===== config.mk =====
export PLATFORM = sky130hd
export DESIGN_NAME = timer_top
export DESIGN_NICKNAME = d
export VERILOG_FILES = /design/src/pkg/timer_pkg.sv /design/src/verilog/timer_sync2.sv /design/src/verilog/timer_tick_gen.sv /design/src/verilog/timer_top.sv
export VERILOG_INCLUDE_DIRS = /design/src /design/src/pkg
export SDC_FILE = /design/constraint.sdc
export NUM_CORES = 1
export LEC_CHECK = 0
export ABC_AREA = 1
export BUFFER_PORTS_ARGS = -buffer_cell sky130_fd_sc_hd__buf_2
export CORE_ASPECT_RATIO = 0.6
export CORE_MARGIN = 4
export CORE_UTILIZATION = 57
export CTS_CLUSTER_SIZE = 10
export DETAILED_ROUTE_END_ITERATION = 7
export GPL_TIMING_DRIVEN = 0
export PLACE_DENSITY = 0.79
export SLEW_MARGIN = 20
export SYNTH_ARGS = -nofsm -noshare
export SYNTH_HDL_FRONTEND = slang
export SYNTH_HIERARCHICAL = 1
export SYNTH_SLANG_ARGS = --single-unit

===== constraint.sdc =====
create_clock -name clk -period 2.3 [get_ports clk]
set_clock_uncertainty 0.05 [all_clocks]
set_input_delay 0.115 -clock clk [delete_from_list [all_inputs] [get_ports clk]]
set_output_delay 0.115 -clock clk [all_outputs]
set_load 0.05 [all_outputs]

===== src/pkg/timer_map.svh =====
`ifndef TIMER_MAP_SVH
`define TIMER_MAP_SVH

// ----------------------------------------------------------------
// register byte offsets
// ----------------------------------------------------------------
`define APB_AW         12
`define OFS_CTRL       12'h000
`define OFS_CLKSEL     12'h004
`define OFS_CNT_LO     12'h008
`define OFS_CNT_HI     12'h00C
`define OFS_RLD_LO     12'h010
`define OFS_RLD_HI     12'h014
`define OFS_IRQ_EN     12'h018

// ----------------------------------------------------------------
// field positions
// ----------------------------------------------------------------
`define CTRL_HOF       7
`define CTRL_LOF       6
`define CTRL_LIE       5
`define CTRL_CAP       4
`define CTRL_SPLIT     3
`define CTRL_RUN       2
`define CTRL_EXT_HI    1
`define CTRL_EXT_LO    0
`define CK_LOW_SEL     0
`define CK_HIGH_SEL    1
`define IE_TIMER       0

// ----------------------------------------------------------------
// values and counts
// ----------------------------------------------------------------
`define BYTE_RST       8'h00
`define BYTE_MAX       8'hFF
`define WORD_MAX       16'hFFFF
`define WORD_ONE       16'h0001
`define BYTE_ONE       8'h01
`define DIV_SYS        12
`define DIV_RTC        8

`endif


===== src/pkg/timer_pkg.sv =====
package timer_pkg;

  // external_clock_field encodings
  typedef enum logic [1:0] {
    SRC_DIV12 = 2'h0,
    SRC_RTC8  = 2'h1,
    SRC_RSVD  = 2'h2,
    SRC_COMP  = 2'h3
  } ext_clk_e;

  // source pulses after synchronising and dividing
  typedef struct packed {
    logic sys12;
    logic rtc8;
    logic comp;
  } ticks_s;

endpackage : timer_pkg


===== src/verilog/timer_sync2.sv =====
`timescale 1ns/1ps
module timer_sync2 #(
  parameter int WIDTH = 2
) (
  // clock and reset
  input  wire logic             clk,
  input  wire logic             reset_n,
  // asynchronous in, synchronised out
  input  wire logic [WIDTH-1:0] din,
  output logic      [WIDTH-1:0] dout
);

  typedef struct packed {
    logic [WIDTH-1:0] s1;
    logic [WIDTH-1:0] s2;
  } sync_s;

  sync_s s_ff;
  sync_s nxt_s;

  if (WIDTH < 1) begin : g_chk
    $error("timer_sync2: WIDTH must be at least 1");
  end

  always_comb begin
    nxt_s    = s_ff;
    nxt_s.s1 = din;
    nxt_s.s2 = s_ff.s1;
  end

  always_ff @(posedge clk) begin
    if (!reset_n) begin
      s_ff <= '0;
    end else begin
      s_ff <= nxt_s;
    end
  end

  assign dout = s_ff.s2;

endmodule : timer_sync2


===== src/verilog/timer_tick_gen.sv =====
`timescale 1ns/1ps
`include "timer_map.svh"
module timer_tick_gen #(
  parameter int SYS_DIV = `DIV_SYS,
  parameter int RTC_DIV = `DIV_RTC
) (
  // clock and reset
  input  wire logic            clk,
  input  wire logic            reset_n,
  // synchronised sources
  input  wire logic            rtc_sync,
  input  wire logic            comp_sync,
  // one-cycle tick pulses
  output timer_pkg::ticks_s    ticks
);

  typedef struct packed {
    logic [3:0]        div;
    logic [2:0]        rdiv;
    logic              rtc_d;
    logic              comp_d;
    timer_pkg::ticks_s tk;
  } tick_s;

  tick_s s_ff;
  tick_s nxt_s;
  logic  rtc_rise;

  if (SYS_DIV < 2 || SYS_DIV > 16 || RTC_DIV < 2 || RTC_DIV > 8) begin : g_chk
    $error("timer_tick_gen: divider out of range");
  end

  always_comb begin
    nxt_s         = s_ff;
    rtc_rise      = rtc_sync & ~s_ff.rtc_d;
    nxt_s.rtc_d   = rtc_sync;
    nxt_s.comp_d  = comp_sync;
    nxt_s.tk.comp = comp_sync & ~s_ff.comp_d;
    nxt_s.tk.sys12 = (s_ff.div == 4'(SYS_DIV - 1));
    nxt_s.div     = nxt_s.tk.sys12 ? 4'h0 : s_ff.div + 4'h1;
    nxt_s.tk.rtc8 = 1'b0;
    if (rtc_rise) begin
      nxt_s.tk.rtc8 = (s_ff.rdiv == 3'(RTC_DIV - 1));
      nxt_s.rdiv    = nxt_s.tk.rtc8 ? 3'h0 : s_ff.rdiv + 3'h1;
    end
  end

  always_ff @(posedge clk) begin
    if (!reset_n) begin
      s_ff <= '0;
    end else begin
      s_ff <= nxt_s;
    end
  end

  assign ticks = s_ff.tk;

endmodule : timer_tick_gen


===== src/verilog/timer_top.sv =====
`timescale 1ns/1ps
`include "timer_map.svh"
module timer_top #(
  parameter int SYS_DIV = `DIV_SYS,
  parameter int RTC_DIV = `DIV_RTC
) (
  // clock and reset
  input  wire logic                clk,
  input  wire logic                reset_n,
  // apb slave
  input  wire logic                psel,
  input  wire logic                penable,
  input  wire logic                pwrite,
  input  wire logic [`APB_AW-1:0]  paddr,
  input  wire logic [31:0]         pwdata,
  output logic      [31:0]         prdata,
  output logic                     pready,
  output logic                     pslverr,
  // asynchronous sources
  input  wire logic                rtc_clk_in,
  input  wire logic                comparator_in,
  // interrupt request
  output logic                     irq_request
);

  // ----------------------------------------------------------------
  // state
  // ----------------------------------------------------------------
  typedef struct packed {
    logic [7:0]  count_low_byte;
    logic [7:0]  count_high_byte;
    logic [7:0]  reload_low_byte;
    logic [7:0]  reload_high_byte;
    logic        high_overflow_flag;
    logic        low_overflow_flag;
    logic        low_interrupt_enable;
    logic        capture_enable;
    logic        split_mode_select;
    logic        run_control;
    logic [1:0]  external_clock_field;
    logic        low_clock_select;
    logic        high_clock_select;
    logic        timer_interrupt_enable;
    logic [31:0] rdata;
    logic        ready;
    logic        slverr;
    logic        irq;
  } st_s;

  st_s               s_ff;
  st_s               nxt_s;
  logic [1:0]        sync_out;
  timer_pkg::ticks_s ticks;
  logic              lo_tick;
  logic              hi_tick;
  logic              cap_evt;
  logic              access;
  logic              wr;
  logic [15:0]       cnt16;

  // ----------------------------------------------------------------
  // source synchronisers and tick pulses
  // ----------------------------------------------------------------
  // sync before use
  timer_sync2 #(.WIDTH(2)) u_sync (
    .clk     (clk),
    .reset_n (reset_n),
    .din     ({rtc_clk_in, comparator_in}),
    .dout    (sync_out)
  );

  timer_tick_gen #(.SYS_DIV(SYS_DIV), .RTC_DIV(RTC_DIV)) u_tick (
    .clk       (clk),
    .reset_n   (reset_n),
    .rtc_sync  (sync_out[1]),
    .comp_sync (sync_out[0]),
    .ticks     (ticks)
  );

  // ----------------------------------------------------------------
  // helpers
  // ----------------------------------------------------------------
  // clock source select
  function automatic logic pick_tick(input logic sys_sel, input logic [1:0] ext,
                                     input timer_pkg::ticks_s t);
    logic r;
    r = 1'b0;
    if (sys_sel) begin
      r = 1'b1;
    end else begin
      unique case (timer_pkg::ext_clk_e'(ext))
        timer_pkg::SRC_DIV12: r = t.sys12;
        timer_pkg::SRC_RTC8:  r = t.rtc8;
        timer_pkg::SRC_RSVD:  r = 1'b0;
        timer_pkg::SRC_COMP:  r = t.comp;
      endcase
    end
    return r;
  endfunction : pick_tick

  function automatic logic [32:0] read_decode(input logic [`APB_AW-1:0] a,
                                              input st_s s);
    logic [32:0] r;
    r = {1'b1, 32'h0000_0000};
    unique case (a)
      `OFS_CTRL:   r[7:0] = {s.high_overflow_flag, s.low_overflow_flag,
                             s.low_interrupt_enable, s.capture_enable,
                             s.split_mode_select, s.run_control,
                             s.external_clock_field};
      `OFS_CLKSEL: r[1:0] = {s.high_clock_select, s.low_clock_select};
      `OFS_CNT_LO: r[7:0] = s.count_low_byte;
      `OFS_CNT_HI: r[7:0] = s.count_high_byte;
      `OFS_RLD_LO: r[7:0] = s.reload_low_byte;
      `OFS_RLD_HI: r[7:0] = s.reload_high_byte;
      `OFS_IRQ_EN: r[0]   = s.timer_interrupt_enable;
      default:     r[32]  = 1'b0;
    endcase
    return r;
  endfunction : read_decode

  assign lo_tick = pick_tick(s_ff.low_clock_select, s_ff.external_clock_field, ticks);
  assign hi_tick = pick_tick(s_ff.high_clock_select, s_ff.external_clock_field, ticks);
  assign cap_evt = s_ff.external_clock_field[`CTRL_EXT_HI] ? ticks.comp : ticks.rtc8;
  assign access  = psel & penable & s_ff.ready;
  assign wr      = access & pwrite;
  assign cnt16   = {s_ff.count_high_byte, s_ff.count_low_byte};

  // ----------------------------------------------------------------
  // next state
  // ----------------------------------------------------------------
  always_comb begin
    logic [32:0] rd;
    logic [15:0] inc16;
    logic        set_hi;
    logic        set_lo;
    logic        wr_ctrl;
    rd      = '0;
    inc16   = cnt16 + `WORD_ONE;
    set_hi  = 1'b0;
    set_lo  = 1'b0;
    wr_ctrl = wr && (paddr == `OFS_CTRL);
    nxt_s   = s_ff;

    // apb: ready in the access cycle after setup
    nxt_s.ready  = 1'b0;
    nxt_s.slverr = 1'b0;
    if (psel && !penable) begin
      rd           = read_decode(paddr, s_ff);
      nxt_s.ready  = 1'b1;
      nxt_s.slverr = ~rd[32];
      nxt_s.rdata  = pwrite ? 32'h0000_0000 : rd[31:0];
    end

    if (!s_ff.split_mode_select) begin
      if (s_ff.run_control && lo_tick) begin
        {nxt_s.count_high_byte, nxt_s.count_low_byte} = inc16;
        if (s_ff.count_low_byte == `BYTE_MAX) begin
          set_lo = 1'b1;
        end
        if (cnt16 == `WORD_MAX) begin
          set_hi = 1'b1;
          if (!s_ff.capture_enable) begin
            nxt_s.count_high_byte = s_ff.reload_high_byte;
            nxt_s.count_low_byte  = s_ff.reload_low_byte;
          end
        end
      end
    end else begin
      if (lo_tick) begin
        nxt_s.count_low_byte = s_ff.count_low_byte + `BYTE_ONE;
        if (s_ff.count_low_byte == `BYTE_MAX) begin
          set_lo = 1'b1;
          nxt_s.count_low_byte = s_ff.reload_low_byte;
        end
      end
      if (s_ff.run_control && hi_tick) begin
        nxt_s.count_high_byte = s_ff.count_high_byte + `BYTE_ONE;
        if (s_ff.count_high_byte == `BYTE_MAX) begin
          set_hi = 1'b1;
          nxt_s.count_high_byte = s_ff.reload_high_byte;
        end
      end
    end

    // software writes; a write to a count byte wins over a tick
    if (wr) begin
      unique case (paddr)
        `OFS_CTRL: begin
          nxt_s.low_interrupt_enable = pwdata[`CTRL_LIE];
          nxt_s.capture_enable       = pwdata[`CTRL_CAP];
          nxt_s.split_mode_select    = pwdata[`CTRL_SPLIT];
          nxt_s.run_control          = pwdata[`CTRL_RUN];
          nxt_s.external_clock_field = pwdata[`CTRL_EXT_HI:`CTRL_EXT_LO];
        end
        `OFS_CLKSEL: begin
          nxt_s.low_clock_select  = pwdata[`CK_LOW_SEL];
          nxt_s.high_clock_select = pwdata[`CK_HIGH_SEL];
        end
        `OFS_CNT_LO: nxt_s.count_low_byte   = pwdata[7:0];
        `OFS_CNT_HI: nxt_s.count_high_byte  = pwdata[7:0];
        `OFS_RLD_LO: nxt_s.reload_low_byte  = pwdata[7:0];
        `OFS_RLD_HI: nxt_s.reload_high_byte = pwdata[7:0];
        `OFS_IRQ_EN: nxt_s.timer_interrupt_enable = pwdata[`IE_TIMER];
        default: ;
      endcase
    end

    if (s_ff.capture_enable && cap_evt) begin
      nxt_s.reload_high_byte = s_ff.count_high_byte;
      nxt_s.reload_low_byte  = s_ff.count_low_byte;
      set_hi = 1'b1;
    end

    nxt_s.high_overflow_flag = (wr_ctrl ? pwdata[`CTRL_HOF] : s_ff.high_overflow_flag)
                               | set_hi;
    nxt_s.low_overflow_flag  = (wr_ctrl ? pwdata[`CTRL_LOF] : s_ff.low_overflow_flag)
                               | set_lo;

    nxt_s.irq = nxt_s.timer_interrupt_enable &
                (nxt_s.high_overflow_flag |
                 (nxt_s.low_interrupt_enable & nxt_s.low_overflow_flag));
  end

  always_ff @(posedge clk) begin
    if (!reset_n) begin
      s_ff <= '0;
    end else begin
      s_ff <= nxt_s;
    end
  end

  assign prdata      = s_ff.rdata;
  assign pready      = s_ff.ready;
  assign pslverr     = s_ff.slverr;
  assign irq_request = s_ff.irq;
endmodule : timer_top


# Word level (Yosys, flattened, before mapping)
# Index checks and enable logic that the tools add are counted.
totals:
  register_bits: 70
  in_bits: 51
  output_inout_bits: 35
  word_cells: 121
classes:
  addsub: 5
  n_eq_ne: 14
  mux: 42
  bitwise: 14
  n_reduce_logical: 19
op_table:
  columns: ["op", "count"]
  rows:
  - ["16-bit two-way mux", 5]
  - ["8-bit two-way mux", 9]
  - ["12-bit by 5-bit equality test with 1-bit output (second input constant)", 3]
  - ["32-bit two-way mux", 1]
  - ["6-bit one-hot mux with 5 select lines", 1]
  - ["12-bit by 4-bit equality test with 1-bit output (second input constant)", 2]
  - ["1-bit two-way mux", 18]
  - ["16-bit by 1-bit adder with 16-bit output (second input constant)", 1]
  - ["8-bit by 1-bit adder with 8-bit output (second input constant)", 2]
  - ["16-bit equality test (second input constant)", 1]
  - ["8-bit equality test (second input constant)", 2]
  - ["12-bit by 3-bit equality test with 1-bit output (second input constant)", 1]
  - ["12-bit logical NOT", 1]
  - ["2-bit AND reduction", 6]
  - ["9-bit two-way mux", 1]
  - ["1-bit AND", 7]
  - ["1-bit one-hot mux with 7 select lines", 1]
  - ["7-bit OR reduction", 1]
  - ["6-bit two-way mux", 1]
  - ["1-bit one-hot mux with 6 select lines", 1]
  - ["2-bit nonzero test", 3]
  - ["1-bit logical AND", 5]
  - ["4-bit by 1-bit adder with 4-bit output (second input constant)", 1]
  - ["2-bit equality test (second input constant)", 2]
  - ["12 further kinds", 18]

# Longest topological paths before layout
# Gate-level depths: netlist of the first run.
depth:
  word_depth: 10
  depth_mapped: 13
  depth_no_buf: 12

# By module
# Netlist of the first run, hierarchy kept.
modules_own_cells:
  columns: ["mod", "n_inst", "cells_per_inst", "area_per_inst_um2", "seq_area_each_um2"]
  rows:
  - ["timer_top", 1, 723, 4455.5, 1081.0]
  - ["timer_tick_gen", 1, 57, 479.2, 240.2]
  - ["timer_sync2", 1, 12, 110.1, 80.1]

# Worst setup path after synthesis of the first run
# No wires, ideal clock.
synth_timing:
  kind: "reg2reg"
  start: "reg s_ff (netlist bit pready)"
  end: "reg s_ff (netlist bit cnt16[13])"
  arrival_time_ps: 1609
  required_time_ps: 2128
  path_slack_ps: 520
  path_stages_with_launch: 7
  synth_period_minus_slack_ps: 1780
  path_cell_list: "dfxtp_1 -> nand4_1 -> inv_1 -> nand4_1 -> clkbuf_1 -> o21ai_0 -> a21oi_2"
synth_via:
  elab_chain_cells: 3
synth_lines:
  columns: ["element", "line_no", "rtl"]
  rows:
  - ["start: declaration", "timer_top.sv:50", "st_s s_ff;"]
  - ["start signal: assignment", "timer_top.sv:228", "s_ff <= nxt_s;"]
  - ["1-bit AND", "timer_top.sv:124", "assign access = psel & penable & s_ff.ready;"]
  - ["1-bit AND", "timer_top.sv:125", "assign wr = access & pwrite;"]
  - ["32-bit two-way mux", "timer_top.sv:186", "if (wr) begin"]
# Every way passes these cells. The select of a mux whose other input is x is not followed.
# A chain may end at the register's enable or synchronous reset.

# Final worst setup path of the first run
layout_timing:
  start: "reg s_ff[39] in the netlist's numbering"
  end: "reg s_ff (netlist bit irq_request)"
layout_via:
  elab_chain_cells: 10
  word_cells_on_any_way: 23
  cone_classes: "eq/ne: 3; mux: 11; bitwise: 5; reduce/logical: 4"
layout_lines:
  columns: ["element", "line_no", "rtl"]
  rows:
  - ["2-bit equality test (tied with other cells)", "timer_top.sv:91", "unique case (timer_pkg::ext_clk_e'(ext))"]
  - ["1-bit one-hot mux with 4 select lines", "timer_top.sv:91", null]
  - ["1-bit two-way mux", "timer_top.sv:88", "if (sys_sel) begin"]
  - ["1-bit logical AND, on equally long branches", "timer_top.sv:155, timer_top.sv:176", null]
  - ["1-bit two-way mux, on equally long branches", "timer_top.sv:155, timer_top.sv:176", null]
  - ["1-bit two-way mux", "timer_top.sv:154", "if (!s_ff.split_mode_select) begin"]
  - ["1-bit two-way mux or 1-bit bitwise OR (tied branches)", "timer_top.sv:208, timer_top.sv:216", null]
  - ["1-bit bitwise OR or 1-bit AND (tied branches)", "timer_top.sv:214, timer_top.sv:221", null]
  - ["1-bit bitwise OR *", "timer_top.sv:220", "(nxt_s.high_overflow_flag |"]
  - ["1-bit AND *", "timer_top.sv:219", "nxt_s.irq = nxt_s.timer_interrupt_enable &"]
# Every way passes the cells marked *; elsewhere a longest branch is shown, timed or not.

==> results.json, run 1 <==
{
  "status": "finished with violations",
  "violations": "design-rule violations",
  "dp.cells": 964,
  "synth.distinct_cells": 42,
  "drv_slew": 0,
  "grt_pass1_vias": 5209,
  "grt_max_degree": 15,
  "worstSetupStartpointType": "register",
  "layout-drive-gt1-share_pct": 19.8,
  "gp_congestion": 1.07,
  "pwr-share-seq_pct": 41.8,
  "nNetsFinal": 921,
  "worst_pin_slew_ns": 0.980,
  "postCtsSetupBuffers": 0,
  "critPathMaxFanout": 8,
  "power_switching_w": 0.000802,
  "hold_class": "input pin to register",
  "grt_pass1_wl_um": 27400,
  "dieArea_mm2": 0.0105,
  "synth_top_family_by_area": "simple AND/OR/NAND/NOR gates",
  "cp_slowest_cell": "dfxtp_1",
  "final_cell_count_no_fill": 982,
  "drc": 11,
  "fmax_mhz": 462,
  "cts_root_buffer": "clkbuf_16",
  "die_w_um": 129,
  "drt-initial-drc-count": 1011,
  "final.min_clock_period_ns": 2.17,
  "crit_path_end_kind": "register",
  "synth_seq_cells": 70,
  "intPower_w": 0.00215,
  "antenna_found_initial": 0,
  "via_per_inst": 5.92,
  "antenna_cells": 0,
  "worstPathArrival_ns": 2.33,
  "port_buffers": 37,
  "setup_tns_ns": 0,
  "crit_chain": "inv_2, nand2_4, nand2_2, nand2_4, nand3_2, nand2_1, inv_2, nand3_1, nand2_1, nor2_1, a21oi_1",
  "cts_tree": "built",
  "power_density_mw_per_mm2": 510,
  "switching_share_pct": 27.2,
  "pwr-share-clk_pct": 49.4,
  "grt_remaining_overflow": 0,
  "die_y_um": 80.9,
  "drv_cap": 0,
  "cts_sinks": 70,
  "start_util_pct": 59.0,
  "ff_latch_area_mm2": 0.00141,
  "clock_latency_ns": 0.35,
  "detailed_place_hpwl_um": 13800,
  "cts_made_buffers": 9,
  "cp_data_required_time_ns": 2.47,
  "rows": 26,
  "synthMuxAreaShare_pct": 0,
  "finalPower_w": 0.00295,
  "area.growth.synth_to_final_pct": 14.7,
  "clockBufferDepth": 2,
  "syn_avg_cell_area_um2": 6.37,
  "path_delay_family": "simple AND/OR/NAND/NOR gates",
  "synthCells": 792,
  "ant_nets": 0,
  "setup_violations": 0,
  "multi_input_area_mm2": 0.00294,
  "vdd_ir_drop_max_mv": 0.432,
  "wire_per_inst_um": 18.2,
  "rsz0062_at_grt": "false",
  "synth-xor-area-share_pct": 1.04,
  "hold_violations": 0,
  "fillerInstances": 795,
  "synthSimpleGateAreaFrac_pct": 37.8,
  "synthesis.area_mm2": 0.00504,
  "pwr-share-comb_pct": 8.8,
  "core_area_mm2": 0.00856,
  "ioPinCount": 86,
  "ctsHtreeMaxLevel": 3,
  "slowest_delay_ns": 0.42,
  "cts.reportedPaths.clkPinSlew_ns": 0.06,
  "yosys.area_share.adder_pct": 1.24,
  "worst-path-buf-inv": 2,
  "post-route-period-util_pct": 94.2,
  "crit_type": "register to register",
  "vias": 5817,
  "synth-compound-area-share_pct": 16.4,
  "ys_seq_area_share_pct": 27.8,
  "routed_wirelength_um": 17800,
  "slew_headroom_pct": 34.4,
  "yosysWarnings": 6,
  "dr.pass1.iters": 8,
  "leakage_nw": 2.69,
  "grt_usage_pct": 34.2
}
-- through the flow --
step                area [um^2]  util (%)  hold WS [ns]  setup WS, ns
floorplan                  5130         -         0.158         0.520
global placement           5460      63.8         0.245         0.251
detailed placement         5460      63.8         0.255         0.180
CTS                        5780      67.6        0.0492         0.170
global route               5790      67.6        0.0665        0.0935
finish                     5790      67.6        0.0409         0.134
-- cell type report --
cell class | count | share of cell area [%]
sequential | 70 | 24.3
multi-input combinational | 591 | 50.8
clock buffer | 9 | 3.89
timing repair buffer | 39 | 3.55
buffer | 70 | 8.22
clock inverter | 7 | 1.41
tap | 112 | 2.42
inverter | 84 | 5.45
-- worst paths after layout --
path	slack [ns]	to	startpoint	depth (start not counted)
max reg2reg	0.13	irq_request$_SDFF_PN0_	s_ff[39]$_SDFFE_PN0P_	11
min	0.04	u_sync/dout[1]$_SDFF_PN0_	reset_n	3
min reg2reg	0.34	u_tick/ticks[0]$_SDFF_PN0_	u_tick/s_ff[3]$_SDFF_PN0_	1
max	0.13	irq_request$_SDFF_PN0_	s_ff[39]$_SDFFE_PN0P_	11
-- power groups by stage --
stage | sequential, W | clock (W) | combinational (W)
floorplan | 0.00126 | 0 | 0.000182
CTS | 0.00123 | 0.00145 | 0.000252
finish | 0.00123 | 0.00146 | 0.000259
detailed placement | 0.00126 | 0 | 0.000249
global placement | 0.00126 | 0 | 0.000243
global route | 0.00123 | 0.00151 | 0.000276
-- timing repair --
action | CTS | global route
hold buffers | 2 | 0
hold endpoints to repair | 2 | 0
setup endpoints to repair | 0 | 1
resized for setup | 0 | 3
-- registers in the layout, indices dropped and copies added, names as in the netlist --
signal / flops
pslverr: 1
cnt16: 16
prdata: 8
irq_request: 1
s_ff: 27
u_tick/s_ff: 9
u_tick/ticks: 3
u_sync/nxt_s: 2
u_sync/dout: 2
pready: 1
-- logic make-up (layout without fill, tap and decap cells) --
kind of cell	Yosys count	count (layout)
compound gates	149	149
simple gates	407	407
other cells	1	24
buf+inv	154	209
flops	70	70
xor+xnor	6	6
fa+ha+maj	5	5
-- synthesized netlist by cell type --
master / instances / share of area, %
nand2_1: 187 / 14
nand3_1: 94 / 9.3
inv_1: 73 / 5.4
nor2_1: 72 / 5.4
dfxtp_1: 70 / 28
a21oi_1: 65 / 6.4
o21ai_0: 45 / 4.5
buf_4: 39 / 5.8
buf_2: 15 / 1.5
o21ai_1: 14 / 1.4
inv_2: 11 / 0.82
nand2_2: 10 / 1.2
clkbuf_1: 9 / 0.67
nand4_1: 9 / 1.1
nor2_4: 8 / 1.8
nand3_2: 6 / 1.2
a31oi_1: 5 / 0.62
ha_1: 5 / 1.2
nand2_4: 5 / 1.1
nor3_1: 5 / 0.50
o211ai_1: 5 / 0.74
a21oi_2: 4 / 0.69
a22oi_1: 4 / 0.60
buf_6: 4 / 0.89
xor2_1: 4 / 0.69
and2_1: 2 / 0.25
nand3_4: 2 / 0.69
nor2_2: 2 / 0.25
nor3_2: 2 / 0.40
o21ai_2: 2 / 0.35
o21bai_1: 2 / 0.30
xnor2_1: 2 / 0.35
a211oi_2: 1 / 0.25
a21oi_4: 1 / 0.32
buf_1: 1 / 0.074
buf_12: 1 / 0.40
clkbuf_2: 1 / 0.099
conb_1: 1 / 0.074
nand3b_1: 1 / 0.15
nor2_8: 1 / 0.40
o21bai_2: 1 / 0.22
or2_0: 1 / 0.12
-- layer usage --
layer  up-vias  global-route usage, %  routed length, um
met4         0                   11.4                507
li1       2669                      -                  -
met2       473                   47.2               7090
met3        58                   16.4               3170
met1      2617                   46.5               7070
met5         -                      0                  0
-- layout by cell type, fill, tap and decap left out, types with 3 or more instances in the layout --
cell type   netlist  routed
nand2_1         187     187
nand3_1          94      94
inv_1            73      73
nor2_1           72      72
dfxtp_1          70      67
a21oi_1          65      65
buf_2            15      52
o21ai_0          45      45
buf_4            39      39
conb_1            1      24
o21ai_1          14      14
inv_2            11      11
nand2_2          10      10
clkbuf_1          9       9
nand4_1           9       9
clkbuf_16         0       9
nor2_4            8       8
nand3_2           6       6
nand2_4           5       5
o211ai_1          5       5
nor3_1            5       5
a31oi_1           5       5
ha_1              5       5
buf_6             4       4
xor2_1            4       4
a21oi_2           4       4
a22oi_1           4       4
clkinvlp_4        0       3
dfxtp_2           0       3
-- worst register-to-register path, stage by stage (launching register included) --
cell and delay, ns:
dfxtp_1 0.42, inv_2 0.11, nand2_4 0.09, nand2_2 0.08
nand2_4 0.09, nand3_2 0.18, nand2_1 0.30, inv_2 0.14
nand3_1 0.09, nand2_1 0.06, nor2_1 0.29, a21oi_1 0.13
Power figures use the tool's default switching activity.
==> run 2: changes to the inputs <==
- HOLD_SLACK_MARGIN: default -> 0.06
- SETUP_SLACK_MARGIN: default -> 0.3
==> run 2 against run 1 <==
Effect of this change: the flow now finishes without violations; core utilization increased by 1.4 points; final area increased by 2.1%; critical path type unchanged; final cell count increased by 0.81%.
==> results.json, run 2 (synthesis gave the netlist of run 1 again) <==
{
  "status": "completed",
  "routed_wirelength_um": 18000,
  "regMostFlops": "s_ff",
  "intPower_w": 0.00215,
  "cts_sinks": 70,
  "setup_violations": 0,
  "detailed_place_hpwl_um": 13800,
  "grt_remaining_overflow": 0,
  "gp_congestion": 1.07,
  "grt_max_degree": 15,
  "critPathMaxFanout": 8,
  "dp.cells": 964,
  "grt_pass1_vias": 5227,
  "slew_headroom_pct": 50.1,
  "drv_slew": 0,
  "power_density_mw_per_mm2": 500,
  "switching_share_pct": 27.2,
  "slowest_delay_ns": 0.42,
  "clock_latency_ns": 0.34,
  "hold_violations": 0,
  "cp_data_required_time_ns": 2.47,
  "final_common_cell": "nand2_1",
  "final.min_clock_period_ns": 1.95,
  "ant_nets": 0,
  "vdd_ir_drop_max_mv": 0.424,
  "antenna_cells": 0,
  "fmax_mhz": 512,
  "ctsHtreeMaxLevel": 3,
  "cts_tree": "built",
  "area.growth.synth_to_final_pct": 17.1,
  "dr.pass1.iters": 7,
  "layout-drive-gt1-share_pct": 21.2,
  "worstSetupStartpointType": "register",
  "grt_usage_pct": 34.3,
  "post-route-period-util_pct": 84.9,
  "crit_type": "register to register",
  "drv_cap": 0,
  "nNetsFinal": 929,
  "rows": 26,
  "leakage_nw": 2.73,
  "port_buffers": 37,
  "path_delay_family": "simple AND/OR/NAND/NOR gates",
  "grt_pass1_wl_um": 27500,
  "ioPinCount": 86,
  "worst-path-buf-inv": 2,
  "drc": 0,
  "via_per_inst": 6.02,
  "clockBufferDepth": 2,
  "antenna_found_initial": 0,
  "worst_pin_slew_ns": 0.745,
  "dieArea_mm2": 0.0105,
  "die_w_um": 129,
  "start_util_pct": 59.0,
  "pwr-share-clk_pct": 49.4,
  "final_cell_mix": "nand2_1 (186), nand3_1 (94), inv_1 (72)",
  "die_y_um": 80.9,
  "crit_chain": "inv_2, nand2_4, nand2_2, nand2_4, nand3_2, nand2_2, inv_2, nand3_1, nand2_1, nor2_2, a21oi_1",
  "cts_root_buffer": "clkbuf_16",
  "drt-initial-drc-count": 925,
  "pwr-share-seq_pct": 41.6,
  "worstPathArrival_ns": 2.12,
  "cp_slowest_cell": "dfxtp_1",
  "hold_class": "input pin to register",
  "power_switching_w": 0.000803,
  "final_cell_count_no_fill": 990,
  "pwr-share-comb_pct": 9.0,
  "wire_per_inst_um": 18.2,
  "cts.reportedPaths.clkPinSlew_ns": 0.06,
  "largest_reg_flops": 27,
  "cts_made_buffers": 9,
  "setup_tns_ns": 0,
  "core_area_mm2": 0.00856,
  "vias": 5960,
  "crit_path_end_kind": "register",
  "rsz0062_at_grt": "true"
}
## run 2: stage by stage
stage,power [W],instance area (um^2),hold slack [ns],setup slack [ns],util [%]
detailed placement,0.00151,5460,0.255,0.180,63.8
finish,0.00295,5910,0.101,0.348,69.0
global route,0.00302,5910,0.135,0.283,69.0
floorplan,0.00144,5130,0.158,0.520,-
global placement,0.00150,5460,0.245,0.251,63.8
CTS,0.00294,5820,0.0952,0.306,68.0
## run 2: final cells by class
cell class | count | area [um^2]
clock buffers | 9 | 225
clock inverters | 7 | 81.3
repair buffers | 47 | 273
well taps | 112 | 140
fillers | 784 | 2650
flip-flops and latches | 70 | 1410
inverters | 84 | 315
plain buffers | 70 | 485
multi-input cells | 591 | 2970
## run 2: layer usage
| layer | global-route usage (%) | vias to the layer above | wire length, um |
|---|---|---|---|
| met2 | 47.8 | 504 | 7040 |
| met5 | 0 | - | 0 |
| met4 | 10.9 | 0 | 675 |
| met1 | 47.1 | 2680 | 7280 |
| met3 | 15.6 | 89 | 3010 |
| li1 | - | 2687 | - |
## run 2: power by group through the flow
stage	sequential (W)	combinational (W)	clock, W
2_1_floorplan	0.00126	0.000182	0
3_3_place_gp	0.00126	0.000243	0
3_5_place_dp	0.00126	0.000249	0
4_1_cts	0.00123	0.000256	0.00145
5_1_grt	0.00123	0.000281	0.00151
6_report	0.00123	0.000264	0.00146
## run 2: worst paths after layout
kind / from / end / slack [ns] / cells past startpoint
worst max-delay path: s_ff[39]$_SDFFE_PN0P_ / irq_request$_SDFF_PN0_ / 0.35 / 11
worst min-delay path: pwdata[4] / cnt16[12]$_SDFF_PN0_ / 0.10 / 3
worst max register to register: s_ff[39]$_SDFFE_PN0P_ / irq_request$_SDFF_PN0_ / 0.35 / 11
worst min register to register: u_tick/s_ff[3]$_SDFF_PN0_ / u_tick/ticks[0]$_SDFF_PN0_ / 0.34 / 1
## run 2: what timing repair did
action | in CTS | in global routing
buffers inserted | 0 | 5
gates cloned | 0 | 0
pin swaps | 0 | 5
setup endpoints to repair | 11 | 22
gates resized for setup | 4 | 18
hold endpoints to repair | 6 | 0
hold buffers | 5 | 0
## run 2: worst reg2reg max path, delay by kind of cell (launching register included)
family / cells / cell delay [ns]
simple gates: 8 / 1.04
flops: 1 / 0.42
buf+inv: 2 / 0.21
compound gates: 1 / 0.11
==> run 3: changes to the inputs <==
- clock period: 2.3 -> 1.9 ns (I/O delays scaled with it)
==> run 3 against run 2 <==
Effect of this change: final cell count rose by 3.5%; non-clock buffer count rose by 35; sequential cell count did not move; sequential power rose by 21%; total power rose by 20%; critical path type unchanged; core utilization rose by 7.3 points; wire length rose by 13%; worst setup slack got worse by 0.19 ns; combinational power rose by 27%; die area did not move; final area rose by 11%.
==> results.json, run 3 (synthesis gave the netlist of run 1 again) <==
{
  "status": "completed",
  "final_common_cell": "nand2_1",
  "hold_class": "input pin to register",
  "critPathMaxFanout": 5,
  "fillerInstances": 657,
  "crit_start": "cnt16[1]$_SDFF_PN0_",
  "worstSetupStartpointType": "register",
  "die_w_um": 129,
  "ioPinCount": 86,
  "nNetsFinal": 964,
  "grt_pass1_wl_um": 30300,
  "final_cell_mix": "nand2_1 (178), nand3_1 (89), inv_1 (69)",
  "crit_type": "register to register",
  "core_area_mm2": 0.00856,
  "largest_reg_flops": 27,
  "routed_wirelength_um": 20400,
  "grt_remaining_overflow": 0,
  "drv_slew": 0,
  "rsz0062_at_grt": "true",
  "ff_latch_area_mm2": 0.00144,
  "hold_violations": 0,
  "dieArea_mm2": 0.0105,
  "cp_data_required_time_ns": 2.11,
  "wire_per_inst_um": 19.9,
  "min-delay-start": "pwdata[6]",
  "vias": 6222,
  "drt-initial-drc-count": 1171,
  "cts_tree": "built",
  "gp_congestion": 1.08,
  "port_buffers": 37,
  "area.growth.synth_to_final_pct": 29.5,
  "setup_violations": 0,
  "power_density_mw_per_mm2": 544,
  "layout-drive-gt1-share_pct": 28.9,
  "via_per_inst": 6.07,
  "grt_usage_pct": 38.4,
  "slew_headroom_pct": 57.1,
  "start_util_pct": 59.0,
  "rows": 26,
  "cts_sinks": 70,
  "ant_nets": 0,
  "clockBufferDepth": 2,
  "detailed_place_hpwl_um": 13900,
  "antenna_found_initial": 0,
  "fmax_mhz": 572,
  "r2r-start": "cnt16[1]$_SDFF_PN0_",
  "clock_latency_ns": 0.34,
  "final.min_clock_period_ns": 1.75,
  "crit_path_end_kind": "register",
  "cts.reportedPaths.clkPinSlew_ns": 0.06,
  "vdd_ir_drop_max_mv": 0.696,
  "grt_pass1_vias": 5758,
  "reg2reg_slack_ns": 0.15,
  "cts_made_buffers": 9,
  "worstPathArrival_ns": 1.96,
  "antenna_cells": 0,
  "worst_pin_slew_ns": 0.643,
  "leakage_nw": 3.06,
  "die_y_um": 80.9,
  "regMostFlops": "s_ff",
  "finalPower_w": 0.00355,
  "post-route-period-util_pct": 92.0,
  "grt_max_degree": 14,
  "drc": 0,
  "final_util_pct": 76.4,
  "dr.pass1.iters": 7,
  "ctsHtreeMaxLevel": 3,
  "drv_cap": 0,
  "cts_root_buffer": "clkbuf_16",
  "multi_input_area_mm2": 0.00318
}
run 3: cell count changes in the layout (fill, tap and decap cells not counted), moves of 6 or more:
| cell | delta |
|---|---|
| buf_4 | +25 |
| dfxtp_1 | -13 |
| dfxtp_2 | +10 |
| buf_6 | +9 |
| nand2_1 | -8 |
| o21ai_0 | -8 |
| a21oi_1 | -6 |
| a21oi_2 | +6 |
| nand2_4 | +6 |
run 3: worst max-delay path, cell delays in order (launching register included):
cell	delay (ns)
dfxtp_4	0.36
ha_4	0.15
nand2_4	0.05
nor2_4	0.17
nand3_4	0.13
nor2_8	0.16
buf_6	0.14
inv_8	0.04
o21ai_2	0.04
nand3_1	0.09
nand2_1	0.08
nand2_1	0.07
a21oi_2	0.15
run 3: where the power goes:
| group | internal [W] | switching (W) |
|---|---|---|
| clock network | 0.00102 | 0.000712 |
| registers | 0.00147 | 0.0000105 |
| logic | 0.0000928 | 0.000243 |
| total | 0.00259 | 0.000965 |
run 3: layout make-up:
type                       count  area share [%]
tap                          112            2.15
sequential                    70            22.0
inverter                      84            5.11
clock buffer                   9            3.45
clock inverter                 7            1.09
multi-input combinational    591            48.7
timing repair buffer          82            9.27
buffer                        70            8.27
run 3: path summary, 6_finish.rpt:
kind / endpoint / cells after the start
setup / recovery: cnt16[9]$_SDFF_PN0_ / 12
hold / removal: cnt16[14]$_SDFF_PN0_ / 3
setup reg to reg: cnt16[9]$_SDFF_PN0_ / 12
hold reg to reg: u_tick/ticks[0]$_SDFF_PN0_ / 1
run 3: per-stage QoR:
step	setup TNS (ns)	cell area (um^2)	worst slack (ns)	hold WS, ns	cells
final	0	6530	0.153	0.0816	1025
after detailed placement	-0.216	5480	-0.102	0.234	964
after global placement	-0.130	5480	-0.0551	0.231	964
after CTS	0	6280	0.205	0.0608	1016
after global routing	0	6530	0.0791	0.0823	1025
after floorplan	0	5150	0.301	0.138	815
run 3: metal layers:
| layer | GRT usage (%) | vias to the layer above | routed length, um |
|---|---|---|---|
| met5 | 0 | - | 0 |
| met4 | 14.2 | 0 | 924 |
| met3 | 15.5 | 139 | 3560 |
| met2 | 58.5 | 556 | 8400 |
| met1 | 49.2 | 2779 | 7490 |
| li1 | - | 2748 | - |
run 3: what timing repair did:
item                                    in CTS  in global routing
gates cloned                                 3                  0
resized for setup                           60                 60
pin swaps                                   18                 26
buffers inserted                            26                  9
endpoints found under the setup margin      42                 36
hold endpoints to repair                     7                  0
hold buffers                                 7                  0
